`config.mk`:
```
export PLATFORM = sky130hd
export DESIGN_NAME = mbcr_regs
export DESIGN_NICKNAME = d
export VERILOG_FILES = /design/src/pkg/mbcr_pkg.sv /design/src/core/mbcr_match.sv /design/src/core/mbcr_regs.sv
export SDC_FILE = /design/constraint.sdc
export NUM_CORES = 1
export LEC_CHECK = 0
export ABC_AREA = 1
export BUFFER_PORTS_ARGS = -buffer_cell sky130_fd_sc_hd__buf_2
export CAP_MARGIN = 20
export CORE_MARGIN = 1.5
export CORE_UTILIZATION = 40
export CTS_CLUSTER_SIZE = 8
export DETAILED_ROUTE_END_ITERATION = 10
export HOLD_SLACK_MARGIN = 0.05
export PLACE_DENSITY = 0.59
export RECOVER_POWER = 25
export SYNTH_ARGS = -nofsm -noshare
export SYNTH_HDL_FRONTEND = slang
export SYNTH_HIERARCHICAL = 1
export SYNTH_SLANG_ARGS = --single-unit
```
`constraint.sdc`:
```
create_clock -name clk_i -period 3 [get_ports clk_i]
set_clock_uncertainty 0.15 [all_clocks]
set_input_delay 0.45 -clock clk_i [delete_from_list [all_inputs] [get_ports clk_i]]
set_output_delay 0.45 -clock clk_i [all_outputs]
set_load 0.005 [all_outputs]
```
`src/pkg/mbcr_pkg.sv`:
```
// Package with register map, field layout and constants of the buffer configuration bank.
// Overview of operation
// - Bit 15 picks event (0) or state (1) transmission for transmit buffers.
// - Two channel bits choose channels; both zero means no transmit and no store.
// - Both bits set: static uses both channels, dynamic uses channel A only.
// - One bit set: that channel only, same in static and dynamic segments.
// - Bit 12 switches cycle counter filtering on when set.
// - Mask sits in bits 11 to 6, compare value in bits 5 to 0.
// - Receive buffer is a candidate only when slot identifier equals the frame slot.
// - Transmit buffer sends in the slot named by its slot identifier.
// - Controller rewrites the header index after each reception or transmission.
// - Buffer is control registers plus a physical buffer in message RAM.
// - Header holds frame header, data offset, slot status; offset locates data field.
// - The header field is one contiguous ten-byte region of message RAM.
// - Header bytes: six frame header, two data offset, two slot status.
// - Data field start is the data offset added to base 0x800.
package mbcr_pkg;
    localparam int          NUM_BUF          = 4;
    localparam int          BUF_BITS         = 2;
    localparam int          ADDR_W           = 6;
    // Byte offsets: buffer n occupies a 16-byte block at n*16.
    localparam logic [3:0]  OFS_CYCLE_CFG    = 4'h0;
    localparam logic [3:0]  OFS_SLOT_ID      = 4'h4;
    localparam logic [3:0]  OFS_HDR_INDEX    = 4'h8;
    localparam logic [3:0]  OFS_SEGMENT      = 4'hC;
    // Cycle filter register fields.
    localparam int          BIT_TX_REPEAT    = 15;
    localparam int          BIT_CH_A         = 14;
    localparam int          BIT_CH_B         = 13;
    localparam int          BIT_FILTER_ON    = 12;
    localparam int          MASK_LSB         = 6;
    localparam int          VALUE_LSB        = 0;
    localparam int          CYCLE_W          = 6;
    localparam int          SLOT_W           = 11;
    localparam int          INDEX_W          = 8;
    localparam logic [15:0] CYCLE_CFG_RESET  = 16'h0000;
    localparam logic [10:0] SLOT_ID_RESET    = 11'h000;
    localparam logic [7:0]  INDEX_RESET      = 8'h00;
    // Physical buffer layout in message RAM.
    localparam logic [15:0] RAM_BASE         = 16'h0800;
    localparam logic [15:0] HDR_BYTES        = 16'h000A;
    localparam logic [15:0] HDR_OFS_DATAOFS  = 16'h0006;
    localparam logic [15:0] HDR_OFS_STATUS   = 16'h0008;
endpackage : mbcr_pkg

```
`src/core/mbcr_match.sv`:
```
// Per-buffer eligibility logic: cycle filter, slot match and channel selection.
module mbcr_match (
    input  wire logic [15:0] cycle_cfg_i,
    input  wire logic [10:0] slot_id_i,
    input  wire logic [5:0]  cycle_count_i,
    input  wire logic [10:0] cur_slot_i,
    input  wire logic        dynamic_i,
    input  wire logic        rx_valid_a_i,
    input  wire logic        rx_valid_b_i,
    output logic             tx_a_o,
    output logic             tx_b_o,
    output logic             rx_hit_o,
    output logic             rx_from_b_o
);
    logic       ch_a;
    logic       ch_b;
    logic [5:0] msk;
    logic [5:0] val;
    logic       cyc_ok;
    logic       slot_ok;
    logic       take_b;

    // Field extraction and cycle counter filter.
    assign ch_a    = cycle_cfg_i[mbcr_pkg::BIT_CH_A];
    assign ch_b    = cycle_cfg_i[mbcr_pkg::BIT_CH_B];
    assign msk     = cycle_cfg_i[mbcr_pkg::MASK_LSB +: mbcr_pkg::CYCLE_W];
    assign val     = cycle_cfg_i[mbcr_pkg::VALUE_LSB +: mbcr_pkg::CYCLE_W];
    assign cyc_ok  = !cycle_cfg_i[mbcr_pkg::BIT_FILTER_ON]
                     || ((cycle_count_i & msk) == (val & msk));
    assign slot_ok = (slot_id_i == cur_slot_i);

    // Channel B is dropped in the dynamic segment when both channels are assigned.
    assign take_b      = ch_b && !(ch_a && dynamic_i);
    assign tx_a_o      = cyc_ok && slot_ok && ch_a;
    assign tx_b_o      = cyc_ok && slot_ok && take_b;
    // Channel A wins when both deliver a valid frame in the same cycle.
    assign rx_from_b_o = cyc_ok && slot_ok
                         && !(ch_a && rx_valid_a_i) && take_b && rx_valid_b_i;
    assign rx_hit_o    = cyc_ok && slot_ok
                         && ((ch_a && rx_valid_a_i) || (take_b && rx_valid_b_i));
endmodule // mbcr_match

```
`src/core/mbcr_regs.sv`:
```
// Configuration register bank of the individual message buffers with Wishbone slave.
module mbcr_regs (
    input  wire logic        clk_i,
    input  wire logic        rst_i,
    // Wishbone classic slave.
    input  wire logic        wb_cyc_i,
    input  wire logic        wb_stb_i,
    input  wire logic        wb_we_i,
    input  wire logic [5:0]  wb_adr_i,
    input  wire logic [3:0]  wb_sel_i,
    input  wire logic [31:0] wb_dat_i,
    output logic      [31:0] wb_dat_o,
    output logic             wb_ack_o,
    // Protocol engine side, same clock.
    input  wire logic [5:0]  cycle_count_i,
    input  wire logic [10:0] cur_slot_i,
    input  wire logic [1:0]  cur_buf_i,
    input  wire logic        rx_valid_a_i,
    input  wire logic        rx_valid_b_i,
    input  wire logic        xfer_done_i,
    input  wire logic [7:0]  new_index_i,
    // Data field offset that the engine read from bytes six and seven of the header.
    input  wire logic [15:0] header_offset_i,
    output logic             tx_a_o,
    output logic             tx_b_o,
    output logic             tx_repeat_o,
    output logic             rx_store_o,
    output logic             rx_from_b_o,
    output logic      [15:0] header_start_address_o,
    output logic      [15:0] data_start_address_o
);
    logic [15:0] cfg_reg   [mbcr_pkg::NUM_BUF];
    logic [15:0] cfg_next  [mbcr_pkg::NUM_BUF];
    logic [10:0] slot_reg  [mbcr_pkg::NUM_BUF];
    logic [10:0] slot_next [mbcr_pkg::NUM_BUF];
    logic [7:0]  idx_reg   [mbcr_pkg::NUM_BUF];
    logic [7:0]  idx_next  [mbcr_pkg::NUM_BUF];
    logic        dyn_reg;
    logic        dyn_next;
    logic        ack_reg;
    logic        ack_next;
    logic [31:0] rdat_reg;
    logic [31:0] rdat_next;
    logic        txa_reg;
    logic        txb_reg;
    logic        rpt_reg;
    logic        rxs_reg;
    logic        rxb_reg;
    logic [15:0] hsa_reg;
    logic [15:0] dsa_reg;
    logic [15:0] hsa_next;
    logic [15:0] dsa_next;
    logic [15:0] slot_wide;
    logic        m_txa;
    logic        m_txb;
    logic        m_rx;
    logic        m_rxb;
    logic        wr_en;
    logic [1:0]  sel_buf;
    logic [3:0]  sel_ofs;

    // Merge write data into a 16-bit register honouring the two low byte lanes.
    function automatic logic [15:0] merge16(input logic [15:0] old_v,
                                            input logic [31:0] dat,
                                            input logic [3:0]  sel);
        logic [15:0] r;
        r = old_v;
        if (sel[0]) begin
            r[7:0] = dat[7:0];
        end
        if (sel[1]) begin
            r[15:8] = dat[15:8];
        end
        return r;
    endfunction

    // Header start address from an index: ten bytes per header above the RAM base.
    function automatic logic [15:0] hdr_addr(input logic [7:0] idx);
        logic [15:0] p;
        p = 16'(16'(idx) * mbcr_pkg::HDR_BYTES);
        return 16'(p + mbcr_pkg::RAM_BASE);
    endfunction

    assign sel_buf = wb_adr_i[5:4];
    assign sel_ofs = wb_adr_i[3:0];
    assign wr_en   = wb_cyc_i && wb_stb_i && wb_we_i && !ack_reg;

    mbcr_match u_match (
        .cycle_cfg_i   (cfg_reg[cur_buf_i]),
        .slot_id_i     (slot_reg[cur_buf_i]),
        .cycle_count_i (cycle_count_i),
        .cur_slot_i    (cur_slot_i),
        .dynamic_i     (dyn_reg),
        .rx_valid_a_i  (rx_valid_a_i),
        .rx_valid_b_i  (rx_valid_b_i),
        .tx_a_o        (m_txa),
        .tx_b_o        (m_txb),
        .rx_hit_o      (m_rx),
        .rx_from_b_o   (m_rxb)
    );

    // Register writes from the host and index updates from the controller.
    always_comb begin
        for (int i = 0; i < mbcr_pkg::NUM_BUF; i++) begin
            cfg_next[i]  = cfg_reg[i];
            slot_next[i] = slot_reg[i];
            idx_next[i]  = idx_reg[i];
        end
        dyn_next = dyn_reg;
        slot_wide = 16'h0000;
        if (wr_en) begin
            case (sel_ofs)
                mbcr_pkg::OFS_CYCLE_CFG: begin
                    cfg_next[sel_buf] = merge16(cfg_reg[sel_buf], wb_dat_i, wb_sel_i);
                end
                mbcr_pkg::OFS_SLOT_ID: begin
                    slot_wide          = merge16({5'h00, slot_reg[sel_buf]}, wb_dat_i, wb_sel_i);
                    slot_next[sel_buf] = slot_wide[10:0];
                end
                mbcr_pkg::OFS_HDR_INDEX: begin
                    if (wb_sel_i[0]) begin
                        idx_next[sel_buf] = wb_dat_i[7:0];
                    end
                end
                mbcr_pkg::OFS_SEGMENT: begin
                    if (wb_sel_i[0]) begin
                        dyn_next = wb_dat_i[0];
                    end
                end
                default: begin
                end
            endcase
        end
        // Controller update wins over a host write in the same cycle.
        if (xfer_done_i) begin
            idx_next[cur_buf_i] = new_index_i;
        end
    end

    // Bus answer: one registered ack a cycle after the request, unmapped offsets read zero.
    always_comb begin
        ack_next  = wb_cyc_i && wb_stb_i && !ack_reg;
        rdat_next = 32'h0000_0000;
        case (sel_ofs)
            mbcr_pkg::OFS_CYCLE_CFG: rdat_next = {16'h0000, cfg_reg[sel_buf]};
            mbcr_pkg::OFS_SLOT_ID:   rdat_next = {21'h000000, slot_reg[sel_buf]};
            mbcr_pkg::OFS_HDR_INDEX: rdat_next = {24'h000000, idx_reg[sel_buf]};
            mbcr_pkg::OFS_SEGMENT:   rdat_next = {31'h00000000, dyn_reg};
            default:                 rdat_next = 32'h0000_0000;
        endcase
        hsa_next = hdr_addr(idx_reg[cur_buf_i]);
        dsa_next = 16'(mbcr_pkg::RAM_BASE + header_offset_i);
    end

    // Registers of the bank and the registered engine outputs.
    always_ff @(posedge clk_i) begin
        if (rst_i) begin
            for (int i = 0; i < mbcr_pkg::NUM_BUF; i++) begin
                cfg_reg[i]  <= mbcr_pkg::CYCLE_CFG_RESET;
                slot_reg[i] <= mbcr_pkg::SLOT_ID_RESET;
                idx_reg[i]  <= mbcr_pkg::INDEX_RESET;
            end
            dyn_reg  <= 1'b0;
            ack_reg  <= 1'b0;
            rdat_reg <= 32'h0000_0000;
            txa_reg  <= 1'b0;
            txb_reg  <= 1'b0;
            rpt_reg  <= 1'b0;
            rxs_reg  <= 1'b0;
            rxb_reg  <= 1'b0;
            // Header address of the reset index, so the address never leaves the RAM.
            hsa_reg  <= hdr_addr(mbcr_pkg::INDEX_RESET);
            dsa_reg  <= mbcr_pkg::RAM_BASE;
        end else begin
            for (int i = 0; i < mbcr_pkg::NUM_BUF; i++) begin
                cfg_reg[i]  <= cfg_next[i];
                slot_reg[i] <= slot_next[i];
                idx_reg[i]  <= idx_next[i];
            end
            dyn_reg  <= dyn_next;
            ack_reg  <= ack_next;
            rdat_reg <= rdat_next;
            txa_reg  <= m_txa;
            txb_reg  <= m_txb;
            rpt_reg  <= cfg_reg[cur_buf_i][mbcr_pkg::BIT_TX_REPEAT];
            rxs_reg  <= m_rx;
            rxb_reg  <= m_rxb;
            hsa_reg  <= hsa_next;
            dsa_reg  <= dsa_next;
        end
    end

    assign wb_ack_o               = ack_reg;
    assign wb_dat_o               = rdat_reg;
    assign tx_a_o                 = txa_reg;
    assign tx_b_o                 = txb_reg;
    assign tx_repeat_o            = rpt_reg;
    assign rx_store_o             = rxs_reg;
    assign rx_from_b_o            = rxb_reg;
    assign header_start_address_o = hsa_reg;
    assign data_start_address_o   = dsa_reg;
endmodule // mbcr_regs

```
---- After elaboration in Yosys (flattened, before gate mapping) ----
Memories as Yosys holds them, arrays and structs flattened.
Cells that the tools add are included.
storage, ports and cells
  register bits after elaboration ......... 71
  RAM bits ................................ 140
  input bits .............................. 93
  output and inout port bits .............. 70
  word-level logic and storage cells ...... 114
  memories kept ........................... 3
memories
  memory    words  width  read ports  clocked after Yosys merged registers in  write ports  line             RTL
  cfg_reg   4      16     6           0                                        4            mbcr_regs.sv:32  logic [15:0] cfg_reg [mbcr_pkg::NUM_BUF];
  slot_reg  4      11     6           0                                        4            mbcr_regs.sv:34  logic [10:0] slot_reg [mbcr_pkg::NUM_BUF];
  idx_reg   4      8      6           0                                        4            mbcr_regs.sv:36  logic [7:0] idx_reg [mbcr_pkg::NUM_BUF];
cells by class
  $add $sub $neg .......................... 2
  $mul .................................... 1
  order comparisons ....................... 4
  equality and inequality tests ........... 5
  multiplexer cells ....................... 48
  bitwise logic cells ..................... 16
  reductions and logical operators ........ 25
operators with widths
  kind                                                      number
  2-to-1 mux 32 bit                                         4
  2-to-1 mux 64 bit                                         2
  2-to-1 mux 8 bit                                          15
  2-to-1 mux 44 bit                                         2
  2-to-1 mux 16 bit                                         5
  bitwise mux 32 bit                                        2
  bitwise mux 64 bit                                        1
  case mux 16 bit (4 select lines)                          1
  2-to-1 mux 11 bit                                         5
  bitwise mux 44 bit                                        1
  demux 16 bit (select 2 bit)                               1
  demux 8 bit (select 2 bit)                                2
  demux 11 bit (select 2 bit)                               1
  logical AND 1 bit                                         17
  adder 12 x 16 -> 16 bit, first input constant             1
  adder 12 x 12 -> 13 bit, second input constant            1
  AND 6 bit                                                 2
  OR 1 bit                                                  12
  equality test 11 bit                                      1
  multiplier 8 x 3 -> 11 bit, second input constant         1
  2-to-1 mux 3 bit                                          3
  equality test 4 bit, second input constant                2
  equality test 6 bit                                       1
  greater-or-equal comparator 3 bit, second input constant  2
  other kinds (8)                                           16

---- Longest topological paths before layout ----
  depth after elaboration ................. 12
  mapped depth ............................ 16
  mapped depth without buffers ............ 15

---- Cells and area by module ----
Netlist, hierarchy kept.
modules (own cells, without submodules)
  module      instances  cells an instance  area an instance (um2)  sequential area each (um2)
  mbcr_regs   1          1,686              10,711.5                3,823.7
  mbcr_match  1          81                 365.4                   0.0

---- Worst setup path before layout ----
Ideal clock, no wire load.
  kind .................................... input port to flip-flop
  start ................................... input port cur_buf_i[0]
  end ..................................... register hsa_reg[8] (netlist: header_start_address_o[8])
  data arrival time ....................... 2,468 ps
  data required time ...................... 2,737 ps
  slack ................................... 269 ps
  cell stages on the path ................. 14
  path buffers ............................ 1
  cell sequence ........................... inv_1 nor2_2 clkbuf_1 a22oi_1 nand2_1 ha_1 ha_1 fa_1 nand2_1 inv_1 o21ai_0 nand2_1 nor2_1 nor2_1
between the ends
  cells in the longest elaborated chain, start to end .. 3
RTL lines
  element                     line              RTL
  from (decl)                 mbcr_regs.sv:17   input wire logic [1:0] cur_buf_i,
  memory read (4 x 8 bit)     n/a
  multiplier 8 x 3 -> 11 bit  mbcr_regs.sv:80   p = 16'(16'(idx) * mbcr_pkg::HDR_BYTES);
  adder 12 x 12 -> 13 bit     mbcr_regs.sv:81   return 16'(p + mbcr_pkg::RAM_BASE);
  to (signal assigned)        mbcr_regs.sv:172  hsa_reg <= hdr_addr(mbcr_pkg::INDEX_RESET);
  to (signal assigned)        mbcr_regs.sv:188  hsa_reg <= hsa_next;
  to (decl)                   mbcr_regs.sv:49   logic [15:0] hsa_reg;
Every way passes these cells.
A chain may end at the register's enable or synchronous reset.

---- Final worst setup path ----
Ends and elaborated chain as after synthesis.

==> out/summary.txt <==
Final instance area -> 12,600 um2
Synth-to-Final Area Change -> 13.80%
GR Layer Usage met3 -> 4.011%
Drc violations -> 0
Avg Cell Area, Syn -> 6.269 um2
Max incr delay on CP -> 0.39 ns
Worst Path Arrival -> 2.61 ns
Seq. cell area -> 3824 um2
Most frequent cells in the layout -> nand2_1, inv_1, dfxtp_1, nand3_1, a21oi_1
Placed Area -> 11,900 um2
Pwr/cell area -> 446.5 nW/um2
Reg clk slew, reported paths -> 0.08 ns
Clock Sinks -> 191
Clock tree buffer depth -> 2
Via count -> 11,390
Final core occ -> 46.62%
Worst-Skew Late Latency -> 0.45 ns
Hold Fails Final Rpt -> 0
CP dominant cell by count -> nand2_1
Yosys warns -> 6
Largest net degree at the start of global routing -> 87
Share of layout cells above drive strength 1 -> 11.06%
Minimum clock period -> 2.417 ns
Max-slew headroom -> 17.81%
WL per Instance -> 16.60 um
Final HPWL DP -> 24,400 um
Nets@finish -> 1,975
Worst min path class -> in2reg
Port bufs -> 124
Critical path's slowest cell -> fa_1
Die ar. -> 28,690 um2
Multi-input gate area -> 5558 um2
Routed WL -> 36,880 um
Worst VDD drop -> 0.3578 mV
Cell area after synthesis -> 11,070 um2
Crit Path Max Fanout -> 8
Total track usage -> 25.97%
Post-placement cell count -> 2,178
Vias in the first global route -> 10,450
GPL Wtd Cong -> 0.8912
CP Capture Type -> flip-flop
Starting density of the core -> 40.97%
Part of the cycle the worst path needs -> 80.58%
CTS buffer count -> 17
# rows -> 60
CP Launch Type -> input port
Grt met2 use -> 42.06%
Most common cell after layout, fill and taps aside -> nand2_1
Setup violations, final -> 0
IO Pins -> 163
Leakage -> 6.372 nW
Root Buffer -> clkbuf_16
Critical path, cell by cell -> buf_2 > inv_1 > nand2_1 > inv_1 > a22oi_1 > nand2_1 > ha_1 > ha_1 > fa_1 > nand2_1 > inv_1 > o21ai_0 > nand2_1 > nor2_1 > nor2_1
Status -> complete, no violations
Met1 global-route usage -> 34.97%
RSZ-0062 raised after global routing -> false
Chip height -> 169.4 um
Initial antenna violation count -> 0
Initial DRT Pass Iterations -> 6
Fmax -> 0.4137 GHz
Vias per cell -> 5.125
Setup_tns -> 0 ns
Final global-route overflow total -> 0
Final ANT Viol Nets -> 0
Die width -> 169.4 um
Max FFs per register -> 64
First-pass GRT wire length -> 57,280 um
Ant. Diodes -> 0
Postcts setup bufs -> 0
Finished Layout Cells -> 2,222
Max-Cap Viols -> 0
Synthesized instance count -> 1,766
Core Box Area -> 27,030 um2
Starting DRC count in detailed routing -> 1,060
# fillers -> 2,873
Worst slew pin tran -> 1.233 ns
Crit Path Class -> in2reg
GRT Max-Usage Layer -> met2
CP Data Required Time -> 3.19 ns
H-tree levels -> 4
Slew Limit Fails -> 0
CTS tree -> yes
worst max-delay path, delay by kind of cell:
kind	cells	cell delay, ns
adders and majority gates	3	0.90
and+or+nand+nor	6	0.54
buffers and inverters	4	0.38
AOI/OAI and AO/OA	2	0.32
power breakdown:
| part | internal (mW) | switching [mW] |
|---|---|---|
| clock | 1.28 | 1.15 |
| combinational | 0.176 | 0.402 |
| sequential | 2.58 | 0.0372 |
| total | 4.03 | 1.59 |
per-layer routing:
metal,vias up,share of wire [%]
li1,5687,-
met1,5138,44
met2,486,46
met3,77,7.2
met4,0,2.5
met5,-,0
worst paths after layout:
| path | to | from | slack (ns) | cells after the start |
|---|---|---|---|---|
| setup / recovery | header_start_address_o[8] | cur_buf_i[0] | 0.58 | 15 |
| hold / removal | wb_ack_o | wb_stb_i | 0.09 | 3 |
| setup reg to reg | header_start_address_o[8] | idx_reg[1][1] | 0.63 | 11 |
| hold reg to reg | tx_repeat_o | cfg_reg[2][15] | 0.37 | 2 |
metrics by stage:
stage | setup slack (ns) | hold slack [ns] | power, mW
5_1_grt | 0.3901 | 0.08484 | 5.838
2_1_floorplan | 0.2689 | 0.3026 | 3.014
3_5_place_dp | 0.1557 | 0.3581 | 3.237
4_1_cts | 0.6094 | 0.07480 | 5.679
3_3_place_gp | 0.1596 | 0.3619 | 3.234
6_report | 0.5826 | 0.08525 | 5.625
area by class of cell:
cell class	instances	share of cell area, %
clock buffer	17	3.376
clock inverter	15	1.529
inverter	321	9.623
multi-input combinational	1174	44.11
sequential	191	30.35
tap	341	3.386
timing repair buffer	163	7.627
timing repair:
| action | 4_1_cts | 5_1_grt |
|---|---|---|
| hold buffers | 12 | 0 |
| hold endpoints to repair | 12 | 0 |
| resized for setup | 0 | 0 |
Note: power is estimated with default switching activity, not from simulation.
